**src/include/gfx_pkg.sv**
```systemverilog
// Purpose: Shared constants for the planar graphics datapath
// Assumes: Four 8-bit planes, byte-wide register ports
// Notes: Offsets, field positions, reset values and mode codes
package gfx_pkg;
    // Port addresses, same in I/O and memory space
    localparam logic [15:0] INDEX_PORT = 16'h03ce;
    localparam logic [15:0] DATA_PORT = 16'h03cf;

    // Register indices behind the data port
    localparam logic [3:0] IDX_FILL_VALUE = 4'h0;
    localparam logic [3:0] IDX_FILL_ENABLE = 4'h1;
    localparam logic [3:0] IDX_COMPARE = 4'h2;
    localparam logic [3:0] IDX_ROTATE_OP = 4'h3;
    localparam logic [3:0] IDX_READ_PLANE = 4'h4;
    localparam logic [3:0] IDX_MODE = 4'h5;
    localparam logic [3:0] IDX_IGNORE = 4'h7;
    localparam logic [3:0] IDX_BIT_MASK = 4'h8;

    // Field positions
    localparam int ROT_CNT_LSB = 0;
    localparam int ROT_FN_LSB = 3;
    localparam int MODE_WR_LSB = 0;
    localparam int MODE_RD_BIT = 3;
    localparam int MODE_OE_BIT = 4;
    localparam int MODE_SHIFT_LSB = 5;

    // Values after reset
    localparam logic [3:0] RST_NIBBLE = 4'h0;
    localparam logic [4:0] RST_ROTATE_OP = 5'h00;
    localparam logic [1:0] RST_READ_PLANE = 2'h0;
    localparam logic [5:0] RST_MODE = 6'h00;
    localparam logic [7:0] RST_BYTE = 8'h00;

    // Write modes
    typedef enum logic [1:0] {
        WR_MODE0 = 2'h0,
        WR_MODE1 = 2'h1,
        WR_MODE2 = 2'h2,
        WR_MODE3 = 2'h3
    } wr_mode_t;

    // Logical functions against the read latch
    typedef enum logic [1:0] {
        FN_PASS = 2'h0,
        FN_AND = 2'h1,
        FN_OR = 2'h2,
        FN_XOR = 2'h3
    } logic_fn_t;

    // Index of the last transfer per loaded word in the serializer
    localparam logic [2:0] XFER_LAST = 3'h7;
endpackage

```
**src/rtl/plane_write_path.sv**
```systemverilog
// Purpose: Combinational write data path for one plane set
// Assumes: Latches hold the last frame-buffer read
// Notes: Rotate, substitute, logic op, then bit-mask merge
module plane_write_path (
    input wire logic [7:0] cpu_data,
    input wire logic [31:0] latch_data,
    input wire logic [3:0] set_reset_value,
    input wire logic [3:0] set_reset_enable,
    input wire logic [2:0] rotate_count,
    input wire logic [1:0] logic_fn,
    input wire logic [1:0] write_mode,
    input wire logic [7:0] bit_mask,
    output logic [31:0] plane_data
);
    logic [15:0] doubled;
    logic [7:0] rotated;

    // Right rotation through a doubled copy
    assign doubled = {cpu_data, cpu_data} >> rotate_count;
    assign rotated = doubled[7:0];

    for (genvar p = 0; p < 4; p++) begin : g_plane
        logic [7:0] latch;
        logic [7:0] src;
        logic [7:0] fn_out;
        logic [7:0] mask;
        assign latch = latch_data[p*8 +: 8];

        // Stage order: rotate, substitute, logic, mask
        always_comb begin
            src = rotated;
            fn_out = rotated;
            mask = bit_mask;
            case (write_mode)
                gfx_pkg::WR_MODE0: begin
                    src = set_reset_enable[p] ? {8{set_reset_value[p]}} : rotated;
                    case (logic_fn)
                        gfx_pkg::FN_AND: fn_out = src & latch;
                        gfx_pkg::FN_OR: fn_out = src | latch;
                        gfx_pkg::FN_XOR: fn_out = src ^ latch;
                        default: fn_out = src;
                    endcase
                end
                gfx_pkg::WR_MODE1: begin
                    fn_out = latch;
                end
                gfx_pkg::WR_MODE2: begin
                    fn_out = {8{cpu_data[p]}};
                end
                default: begin
                    fn_out = {8{set_reset_value[p]}};
                    mask = rotated & bit_mask;
                end
            endcase
        end

        // Clear mask bits keep latch data in every mode
        assign plane_data[p*8 +: 8] = (fn_out & mask) | (latch & ~mask);
    end
endmodule

```
**src/rtl/plane_serializer.sv**
```systemverilog
// Purpose: Turns four plane bytes into 4-bit transfers
// Assumes: Load and transfer strobes come from video fetch
// Notes: Eight transfers per load in every shift format
module plane_serializer (
    input wire logic clk,
    input wire logic srst,
    input wire logic [1:0] shift_ctrl,
    input wire logic load,
    input wire logic [31:0] load_data,
    input wire logic xfer,
    output logic [3:0] serial_out
);
    logic [31:0] bytes_ff;
    logic [2:0] cnt_ff;
    logic [3:0] nxt_serial;
    logic [7:0] b0, b1, b2, b3;
    logic [7:0] lo_byte, hi_byte, nib_byte;
    logic [2:0] hi_bit, lo_bit;

    assign b0 = bytes_ff[7:0];
    assign b1 = bytes_ff[15:8];
    assign b2 = bytes_ff[23:16];
    assign b3 = bytes_ff[31:24];
    assign lo_byte = cnt_ff[2] ? b1 : b0;
    assign hi_byte = cnt_ff[2] ? b3 : b2;
    assign hi_bit = {~cnt_ff[1:0], 1'b1};
    assign lo_bit = {~cnt_ff[1:0], 1'b0};
    assign nib_byte = bytes_ff[{cnt_ff[2:1], 3'h0} +: 8];

    // Pick the nibble for the current transfer
    always_comb begin
        case (shift_ctrl)
            2'h0: nxt_serial = {b3[~cnt_ff], b2[~cnt_ff], b1[~cnt_ff], b0[~cnt_ff]};
            2'h1: nxt_serial = {hi_byte[hi_bit], hi_byte[lo_bit], lo_byte[hi_bit], lo_byte[lo_bit]};
            default: nxt_serial = cnt_ff[0] ? nib_byte[3:0] : nib_byte[7:4];
        endcase
    end

    // Load restarts the sequence even mid-word
    always_ff @(posedge clk) begin
        if (srst) begin
            bytes_ff <= 32'h0000_0000;
            cnt_ff <= 3'h0;
            serial_out <= 4'h0;
        end else if (load) begin
            bytes_ff <= load_data;
            cnt_ff <= 3'h0;
        end else if (xfer) begin
            serial_out <= nxt_serial;
            cnt_ff <= (cnt_ff == gfx_pkg::XFER_LAST) ? cnt_ff : cnt_ff + 3'h1;
        end
    end
endmodule

```
**src/rtl/planar_graphics_datapath.sv**
```systemverilog
// Purpose: Graphics register file and planar frame-buffer datapath
// Assumes: Plane memory answers reads in the same cycle
// Notes: Register and frame-buffer answers arrive one cycle later
// Notes on behaviour
// - Index port selects register behind data port
// - Index holds 4-bit selector, upper bits reserved
// - Mode 0 enabled planes get replicated fill bit
// - Fill enables act only in write mode 0
// - Mode 3 masks with rotated data, writes fill
// - Read mode 1 returns colour compare result
// - Function field combines data with latch, write mode 0 only
// - Write data rotated right by count
// - Read mode 0 returns selected plane
// - Chain-four overrides plane select, odd/even only its bit 0
// - Plane select also picks latch readback
// - Shift 00 sends one bit per plane
// - Shift 01 sends bit pairs, even planes first
// - Shift 1x sends nibbles plane by plane
// - Reserved register bits read as zero
// - Write mode 1 stores the read latches
// - Write mode 2 uses low data as colour
// - Read mode bit picks plain or compare read
// - Clear bit-mask positions keep latch data
module planar_graphics_datapath #(
    parameter int ADDR_W = 16
) (
    input wire logic clk,
    input wire logic srst,
    // Register port access
    input wire logic [ADDR_W-1:0] io_addr,
    input wire logic io_mem_space,
    input wire logic io_wr,
    input wire logic io_rd,
    input wire logic [7:0] io_wdata,
    output logic [7:0] io_rdata,
    output logic io_rvalid,
    // Frame-buffer access from the host
    input wire logic fb_wr,
    input wire logic fb_rd,
    input wire logic [1:0] fb_addr_lo,
    input wire logic [7:0] fb_wdata,
    output logic [7:0] fb_rdata,
    output logic fb_rvalid,
    // Addressing state from the sequencer
    input wire logic odd_even_addr,
    input wire logic chain_four_addr,
    input wire logic [3:0] plane_write_mask,
    // Plane memory at the addressed byte
    input wire logic [31:0] plane_rdata,
    output logic [31:0] plane_wdata,
    output logic [3:0] plane_we,
    // Latch readback seen by the CRT register file
    output logic [7:0] latch_readback,
    // Video side
    input wire logic vid_load,
    input wire logic vid_xfer,
    output logic [3:0] serial_out
);
    // Port addresses need ten address bits
    if (ADDR_W < 10) begin : g_bad_addr_w
        $error("ADDR_W too narrow for the port addresses");
    end


    ////////////////////////////////////////////////////////////////////////
    // Register storage
    logic [3:0] index_ff;
    logic [3:0] set_reset_value_ff;
    logic [3:0] set_reset_enable_ff;
    logic [3:0] color_compare_value_ff;
    logic [4:0] rotate_and_logic_op_ff;
    logic [1:0] read_plane_select_ff;
    logic [5:0] graphics_mode_ff;
    logic [3:0] color_ignore_mask_ff;
    logic [7:0] bit_mask_ff;
    logic [31:0] latch_ff;

    logic hit_index;
    logic hit_data;
    logic [7:0] nxt_io_rdata;
    logic [7:0] mode_byte;
    logic [1:0] write_mode;
    logic [1:0] shift_ctrl;
    logic read_mode;

    ////////////////////////////////////////////////////////////////////////
    // Port decode, same for I/O and memory space
    // Space flag is accepted but does not steer decode
    assign hit_index = (ADDR_W'(gfx_pkg::INDEX_PORT) == io_addr);
    assign hit_data = (ADDR_W'(gfx_pkg::DATA_PORT) == io_addr);

    // Mode register split into its fields
    assign write_mode = graphics_mode_ff[gfx_pkg::MODE_WR_LSB +: 2];
    // Bit 2 is not stored, so fields above it sit one place lower
    assign read_mode = graphics_mode_ff[gfx_pkg::MODE_RD_BIT-1];
    assign shift_ctrl = graphics_mode_ff[gfx_pkg::MODE_SHIFT_LSB-1 +: 2];
    // Bits 7 and 2 are not stored, so they read back as zero
    assign mode_byte = {1'b0, graphics_mode_ff[5:2], 1'b0, graphics_mode_ff[1:0]};

    ////////////////////////////////////////////////////////////////////////
    // Index register
    always_ff @(posedge clk) begin
        if (srst) begin
            index_ff <= gfx_pkg::RST_NIBBLE;
        end else if (io_wr && hit_index) begin
            index_ff <= io_wdata[3:0];
        end
    end

    // Graphics registers behind the data port
    always_ff @(posedge clk) begin
        if (srst) begin
            set_reset_value_ff <= gfx_pkg::RST_NIBBLE;
            set_reset_enable_ff <= gfx_pkg::RST_NIBBLE;
            color_compare_value_ff <= gfx_pkg::RST_NIBBLE;
            rotate_and_logic_op_ff <= gfx_pkg::RST_ROTATE_OP;
            read_plane_select_ff <= gfx_pkg::RST_READ_PLANE;
            graphics_mode_ff <= gfx_pkg::RST_MODE;
            color_ignore_mask_ff <= gfx_pkg::RST_NIBBLE;
            bit_mask_ff <= gfx_pkg::RST_BYTE;
        end else if (io_wr && hit_data) begin
            case (index_ff)
                gfx_pkg::IDX_FILL_VALUE: set_reset_value_ff <= io_wdata[3:0];
                gfx_pkg::IDX_FILL_ENABLE: set_reset_enable_ff <= io_wdata[3:0];
                gfx_pkg::IDX_COMPARE: color_compare_value_ff <= io_wdata[3:0];
                gfx_pkg::IDX_ROTATE_OP: rotate_and_logic_op_ff <= io_wdata[4:0];
                gfx_pkg::IDX_READ_PLANE: read_plane_select_ff <= io_wdata[1:0];
                gfx_pkg::IDX_MODE: graphics_mode_ff <= {io_wdata[6:3], io_wdata[1:0]};
                gfx_pkg::IDX_IGNORE: color_ignore_mask_ff <= io_wdata[3:0];
                gfx_pkg::IDX_BIT_MASK: bit_mask_ff <= io_wdata;
                default: bit_mask_ff <= bit_mask_ff;
            endcase
        end
    end

    // Register read mux, reserved bits padded with zero
    always_comb begin
        nxt_io_rdata = 8'h00;
        if (hit_index) begin
            nxt_io_rdata = {4'h0, index_ff};
        end else if (hit_data) begin
            case (index_ff)
                gfx_pkg::IDX_FILL_VALUE: nxt_io_rdata = {4'h0, set_reset_value_ff};
                gfx_pkg::IDX_FILL_ENABLE: nxt_io_rdata = {4'h0, set_reset_enable_ff};
                gfx_pkg::IDX_COMPARE: nxt_io_rdata = {4'h0, color_compare_value_ff};
                gfx_pkg::IDX_ROTATE_OP: nxt_io_rdata = {3'h0, rotate_and_logic_op_ff};
                gfx_pkg::IDX_READ_PLANE: nxt_io_rdata = {6'h00, read_plane_select_ff};
                gfx_pkg::IDX_MODE: nxt_io_rdata = mode_byte;
                gfx_pkg::IDX_IGNORE: nxt_io_rdata = {4'h0, color_ignore_mask_ff};
                gfx_pkg::IDX_BIT_MASK: nxt_io_rdata = bit_mask_ff;
                default: nxt_io_rdata = 8'h00;
            endcase
        end
    end

    // Register answers one cycle after the read strobe
    always_ff @(posedge clk) begin
        if (srst) begin
            io_rdata <= 8'h00;
            io_rvalid <= 1'b0;
        end else begin
            io_rvalid <= io_rd;
            if (io_rd) begin
                io_rdata <= nxt_io_rdata;
            end
        end
    end

    ////////////////////////////////////////////////////////////////////////
    // Read side
    logic [1:0] rd_plane;
    logic [7:0] plane_byte;
    logic [7:0] compare_byte;
    logic [7:0] nxt_fb_rdata;

    // Chain-four overrides both select bits, odd/even only bit 0
    always_comb begin
        if (chain_four_addr) begin
            rd_plane = fb_addr_lo;
        end else if (odd_even_addr) begin
            rd_plane = {read_plane_select_ff[1], fb_addr_lo[0]};
        end else begin
            rd_plane = read_plane_select_ff;
        end
    end

    assign plane_byte = plane_rdata[{rd_plane, 3'h0} +: 8];

    // Colour compare: excluded planes always match
    for (genvar i = 0; i < 8; i++) begin : g_cmp
        logic [3:0] match;
        for (genvar p = 0; p < 4; p++) begin : g_pl
            assign match[p] = ~color_ignore_mask_ff[p]
                | (plane_rdata[p*8 + i] == color_compare_value_ff[p]);
        end
        assign compare_byte[i] = &match;
    end

    assign nxt_fb_rdata = read_mode ? compare_byte : plane_byte;

    // Data returned one cycle after the read strobe
    always_ff @(posedge clk) begin
        if (srst) begin
            fb_rdata <= 8'h00;
            fb_rvalid <= 1'b0;
        end else begin
            fb_rvalid <= fb_rd;
            if (fb_rd) begin
                fb_rdata <= nxt_fb_rdata;
            end
        end
    end

    // All four latches reload on any frame-buffer read
    always_ff @(posedge clk) begin
        if (srst) begin
            latch_ff <= 32'h0000_0000;
        end else if (fb_rd) begin
            latch_ff <= plane_rdata;
        end
    end

    // Readback follows the select bits, not the address
    always_ff @(posedge clk) begin
        if (srst) begin
            latch_readback <= 8'h00;
        end else begin
            latch_readback <= latch_ff[{read_plane_select_ff, 3'h0} +: 8];
        end
    end

    ////////////////////////////////////////////////////////////////////////
    // Write side
    logic [31:0] wr_data;
    logic [3:0] addr_planes;

    plane_write_path u_write_path (
        .cpu_data(fb_wdata),
        .latch_data(latch_ff),
        .set_reset_value(set_reset_value_ff),
        .set_reset_enable(set_reset_enable_ff),
        .rotate_count(rotate_and_logic_op_ff[gfx_pkg::ROT_CNT_LSB +: 3]),
        .logic_fn(rotate_and_logic_op_ff[gfx_pkg::ROT_FN_LSB +: 2]),
        .write_mode(write_mode),
        .bit_mask(bit_mask_ff),
        .plane_data(wr_data)
    );

    // Address bits narrow the planes reached in chained modes
    always_comb begin
        if (chain_four_addr) begin
            addr_planes = 4'h1 << fb_addr_lo;
        end else if (odd_even_addr) begin
            addr_planes = fb_addr_lo[0] ? 4'ha : 4'h5;
        end else begin
            addr_planes = 4'hf;
        end
    end

    // Plane write issued one cycle after the host strobe
    always_ff @(posedge clk) begin
        if (srst) begin
            plane_wdata <= 32'h0000_0000;
            plane_we <= 4'h0;
        end else begin
            plane_we <= fb_wr ? (addr_planes & plane_write_mask) : 4'h0;
            if (fb_wr) begin
                plane_wdata <= wr_data;
            end
        end
    end

    ////////////////////////////////////////////////////////////////////////
    // Serializer to the palette
    plane_serializer u_serializer (
        .clk(clk),
        .srst(srst),
        .shift_ctrl(shift_ctrl),
        .load(vid_load),
        .load_data(plane_rdata),
        .xfer(vid_xfer),
        .serial_out(serial_out)
    );
endmodule

```
**config.mk**
```make
export PLATFORM = sky130hd
export DESIGN_NAME = planar_graphics_datapath
export DESIGN_NICKNAME = d
export VERILOG_FILES = /design/src/include/gfx_pkg.sv /design/src/rtl/plane_write_path.sv /design/src/rtl/plane_serializer.sv /design/src/rtl/planar_graphics_datapath.sv
export SDC_FILE = /design/constraint.sdc
export NUM_CORES = 1
export LEC_CHECK = 0
export ABC_AREA = 1
export BUFFER_PORTS_ARGS = -buffer_cell sky130_fd_sc_hd__buf_4
export CORE_UTILIZATION = 36
export CTS_BUF_LIST = sky130_fd_sc_hd__clkbuf_16
export DETAILED_ROUTE_END_ITERATION = 7
export PLACE_DENSITY = 0.54
export RECOVER_POWER = 50
export REMOVE_ABC_BUFFERS = 1
export SETUP_SLACK_MARGIN = 0.05
export SLEW_MARGIN = 10
export SYNTH_ARGS = -nofsm -noshare
export SYNTH_HDL_FRONTEND = slang
export SYNTH_SLANG_ARGS = --single-unit
```
**constraint.sdc**
```tcl
create_clock -name clk -period 3.45 [get_ports clk]
set_clock_uncertainty 0.15 [all_clocks]
set_input_delay 0.69 -clock clk [delete_from_list [all_inputs] [get_ports clk]]
set_output_delay 0.69 -clock clk [all_outputs]
set_load 0.02 [all_outputs]
```
==> results.txt <==
Global-route wire length before repair: 68.53 mm
Worst path most repeated cell: nand2_1
Die X: 181.9 um
Worst EP required: 3580 ps
GRT Total Usage: 0.2717
Cell variety after synth: 40
Slew Limit Fails: 0
Setup Crit Path Kind: flop to flop
Layout cells sized above 1: 0.09215
CP max FO: 10
GR Overflow Total: 0
Post-synth ARST share: 0
Overall power: 4.809 mW
Cell Area, Synth: 0.01165 mm^2
Nets: 2033
Worst setup margin: 530.8 ps
Final Non-Filler Cells: 2301
Final hold vios: 0
F_max: 342.6 MHz
Core Region: 0.03172 mm^2
Status: finished, final reports clean
CTS tree: done
Port Buffers: 145
DRC Markers: 0
Simple-Gate Fraction of Synth Area: 0.2299
Seq cells post-synth: 174
Min Tclk post-route: 2919 ps
Root buffer selected by CTS: clkbuf_16
Bufs on Longest Clock Path: 2
Die Y-Extent: 181.9 um
Post-synthesis mux area share: 0
Register area: 0.003483 mm^2
Most common cell after layout, fill and taps aside: nand2_1
Vias/cell: 5.475
Post-synthesis xor/xnor area fraction: 0.005264
Largest family of logic cells by synthesized area: compound AO/OA/AOI/OAI gates
Post-synthesis cell count: 1806
Max transition margin: 0.08498
Crit path largest cell delay: 560 ps
Initial antenna violation count: 0
Die area: 0.03308 mm^2
Max Cap Viol: 0
FP Rows: 65
Sequential share of the synthesized area: 0.2991
Total number of vias: 12600
Slowest-stage cell, CP: dfxtp_1
PwrDens: 361.4 mW/mm^2
Area growth, synth to finish: 14.26%
Peak supply drop: 0.3414 mV
Post-synth EDFFs: 0
Synth Area in Adders: 0.07090
Post-CTS setup buffer count: 0
Worst hold margin: 311.0 ps
Placed insts: 2269
CP endpoint kind: flop
Final core occ: 0.4196
Synth Flop Type: dfxtp_1
CTS sink count: 174
Period utilization: 0.8462
Place WS: 683.1 ps
Fillers: 3446
Startpoint Class: flop
Multi-input logic area: 0.006892 mm^2
Leak: 5.843 nW
CTS H-tree depth: 4
WL per Instance: 19.34 um
Starting Density: 0.3672
Synth Area in Compound Gates: 0.2856
Largest net degree at the start of global routing: 113
# resized after CTS: 0
Synth warn: 0
I/O pin cnt: 147
RSZ-0062 raised after global routing: no
Crit path DAT: 3050 ps
Sequence of cells on the critical path: clkinv_1 -> nand3_1 -> nand3_1 -> nand2_1 -> nand2_1 -> nand2_1 -> inv_1 -> ha_1 -> nand2_1 -> o211ai_1 -> nand2_1 -> inv_1 -> nand2_1 -> nand3_1 -> nand2_1 -> a21oi_1
GP Congestion: 0.9019
Setup TNS: 0 ps
Ant diodes: 0
Worst skew pair latency: 460 ps
Most frequent cells in the layout: 331 x nand2_1, 258 x o21ai_0, 253 x a21oi_1, 210 x inv_1, 174 x dfxtp_1
Clock-pin slew on the worst setup and hold paths: 80 ps
WL final: 44.51 mm
Post-DP HPWL: 31.06 mm
Final instance area: 0.01331 mm^2
Worst-Margin Slew: 1373 ps
Worst min-delay path class: input pin to flop
Final ANT Viol Nets: 0
Drt pass-1 iters: 5
Placed cell areas: 0.01300 mm^2
Hold-fix buffers, CTS: 0
Final setup viols: 0
Mean Syn Cell Area: 6.449 um^2
Vias in the first global route: 11690
1st-iter DRT viols: 1078
TritonCTS buffer count: 17
==> power breakdown <==
part	switching [mW]	total, mW	internal [mW]
Sequential	0.0694	2.17	2.10
Combinational	0.458	0.690	0.232
Clock	0.991	1.95	0.960
Total	1.52	4.81	3.29
==> state kept, by name, summed over array words and instances (netlist names), 5 cells and up <==
signal                  cells
bit_mask_ff                 8
fb_rdata                    8
graphics_mode_ff            6
io_rdata                    8
latch_ff                   32
latch_readback              8
plane_wdata                32
rotate_and_logic_op_ff      5
u_serializer.bytes_ff      32
==> per-layer routing <==
layer | GRT usage | vias to the layer above | routed length (um)
met4 | 0.07899 | 0 | 1028
met5 | 0 | - | 0
met3 | 0.04573 | 67 | 3101
li1 | - | 6248 | -
met2 | 0.4435 | 476 | 20030
met1 | 0.3662 | 5806 | 20350
==> final timing paths <==
check | start | end | slack [ps] | cells after the start
setup / recovery | rotate_and_logic_op_ff[1]$_SDFFE_PP0P_ | plane_wdata[19]$_SDFFE_PP0P_ | 530 | 16
hold / removal | plane_write_mask[1] | plane_we[1]$_SDFF_PP0_ | 310 | 3
setup reg to reg | rotate_and_logic_op_ff[1]$_SDFFE_PP0P_ | plane_wdata[19]$_SDFFE_PP0P_ | 530 | 16
hold reg to reg | plane_wdata[2]$_SDFFE_PP0P_ | plane_wdata[2]$_SDFFE_PP0P_ | 310 | 2
==> logic make-up after synthesis <==
logic type,count (synthesis)
AOI/OAI and AO/OA,615
DFF,174
xor gates and xnor gates,7
and+or+nand+nor,614
buffers and inverters,330
adders and majority gates,66
==> synthesized netlist by cell type (8+ instances only) <==
cell | instances | area, um^2
nor2_1 | 89 | 334.1
inv_1 | 211 | 792.0
a21oi_1 | 253 | 1266
ha_1 | 66 | 825.8
buf_2 | 9 | 45.04
clkbuf_1 | 85 | 319.1
buf_1 | 8 | 30.03
nand3_1 | 161 | 805.8
a31oi_1 | 9 | 56.30
dfxtp_1 | 174 | 3483
o211ai_1 | 61 | 457.9
clkinv_1 | 8 | 30.03
o21ai_0 | 258 | 1291
o22ai_1 | 8 | 50.05
nand2_1 | 331 | 1242
==> final cells by class <==
cell class / instances / area share
repair buffers: 166 / 0.07634
well taps: 402 / 0.03780
flip-flops and latches: 174 / 0.2618
inverters: 225 / 0.06346
multi-input cells: 1302 / 0.5179
clock buffers: 17 / 0.03197
clock inverters: 15 / 0.01081
==> critical path, delay by kind of cell, from the launching register on <==
kind	cells	cell delay (ps)
flip-flops	1	560
AO/OA/AOI/OAI	2	160
buffers and inverters	3	490
adder cells (fa/ha/maj)	1	270
AND/OR/NAND/NOR	10	1110
Note: power is estimated with default switching activity, not from simulation.
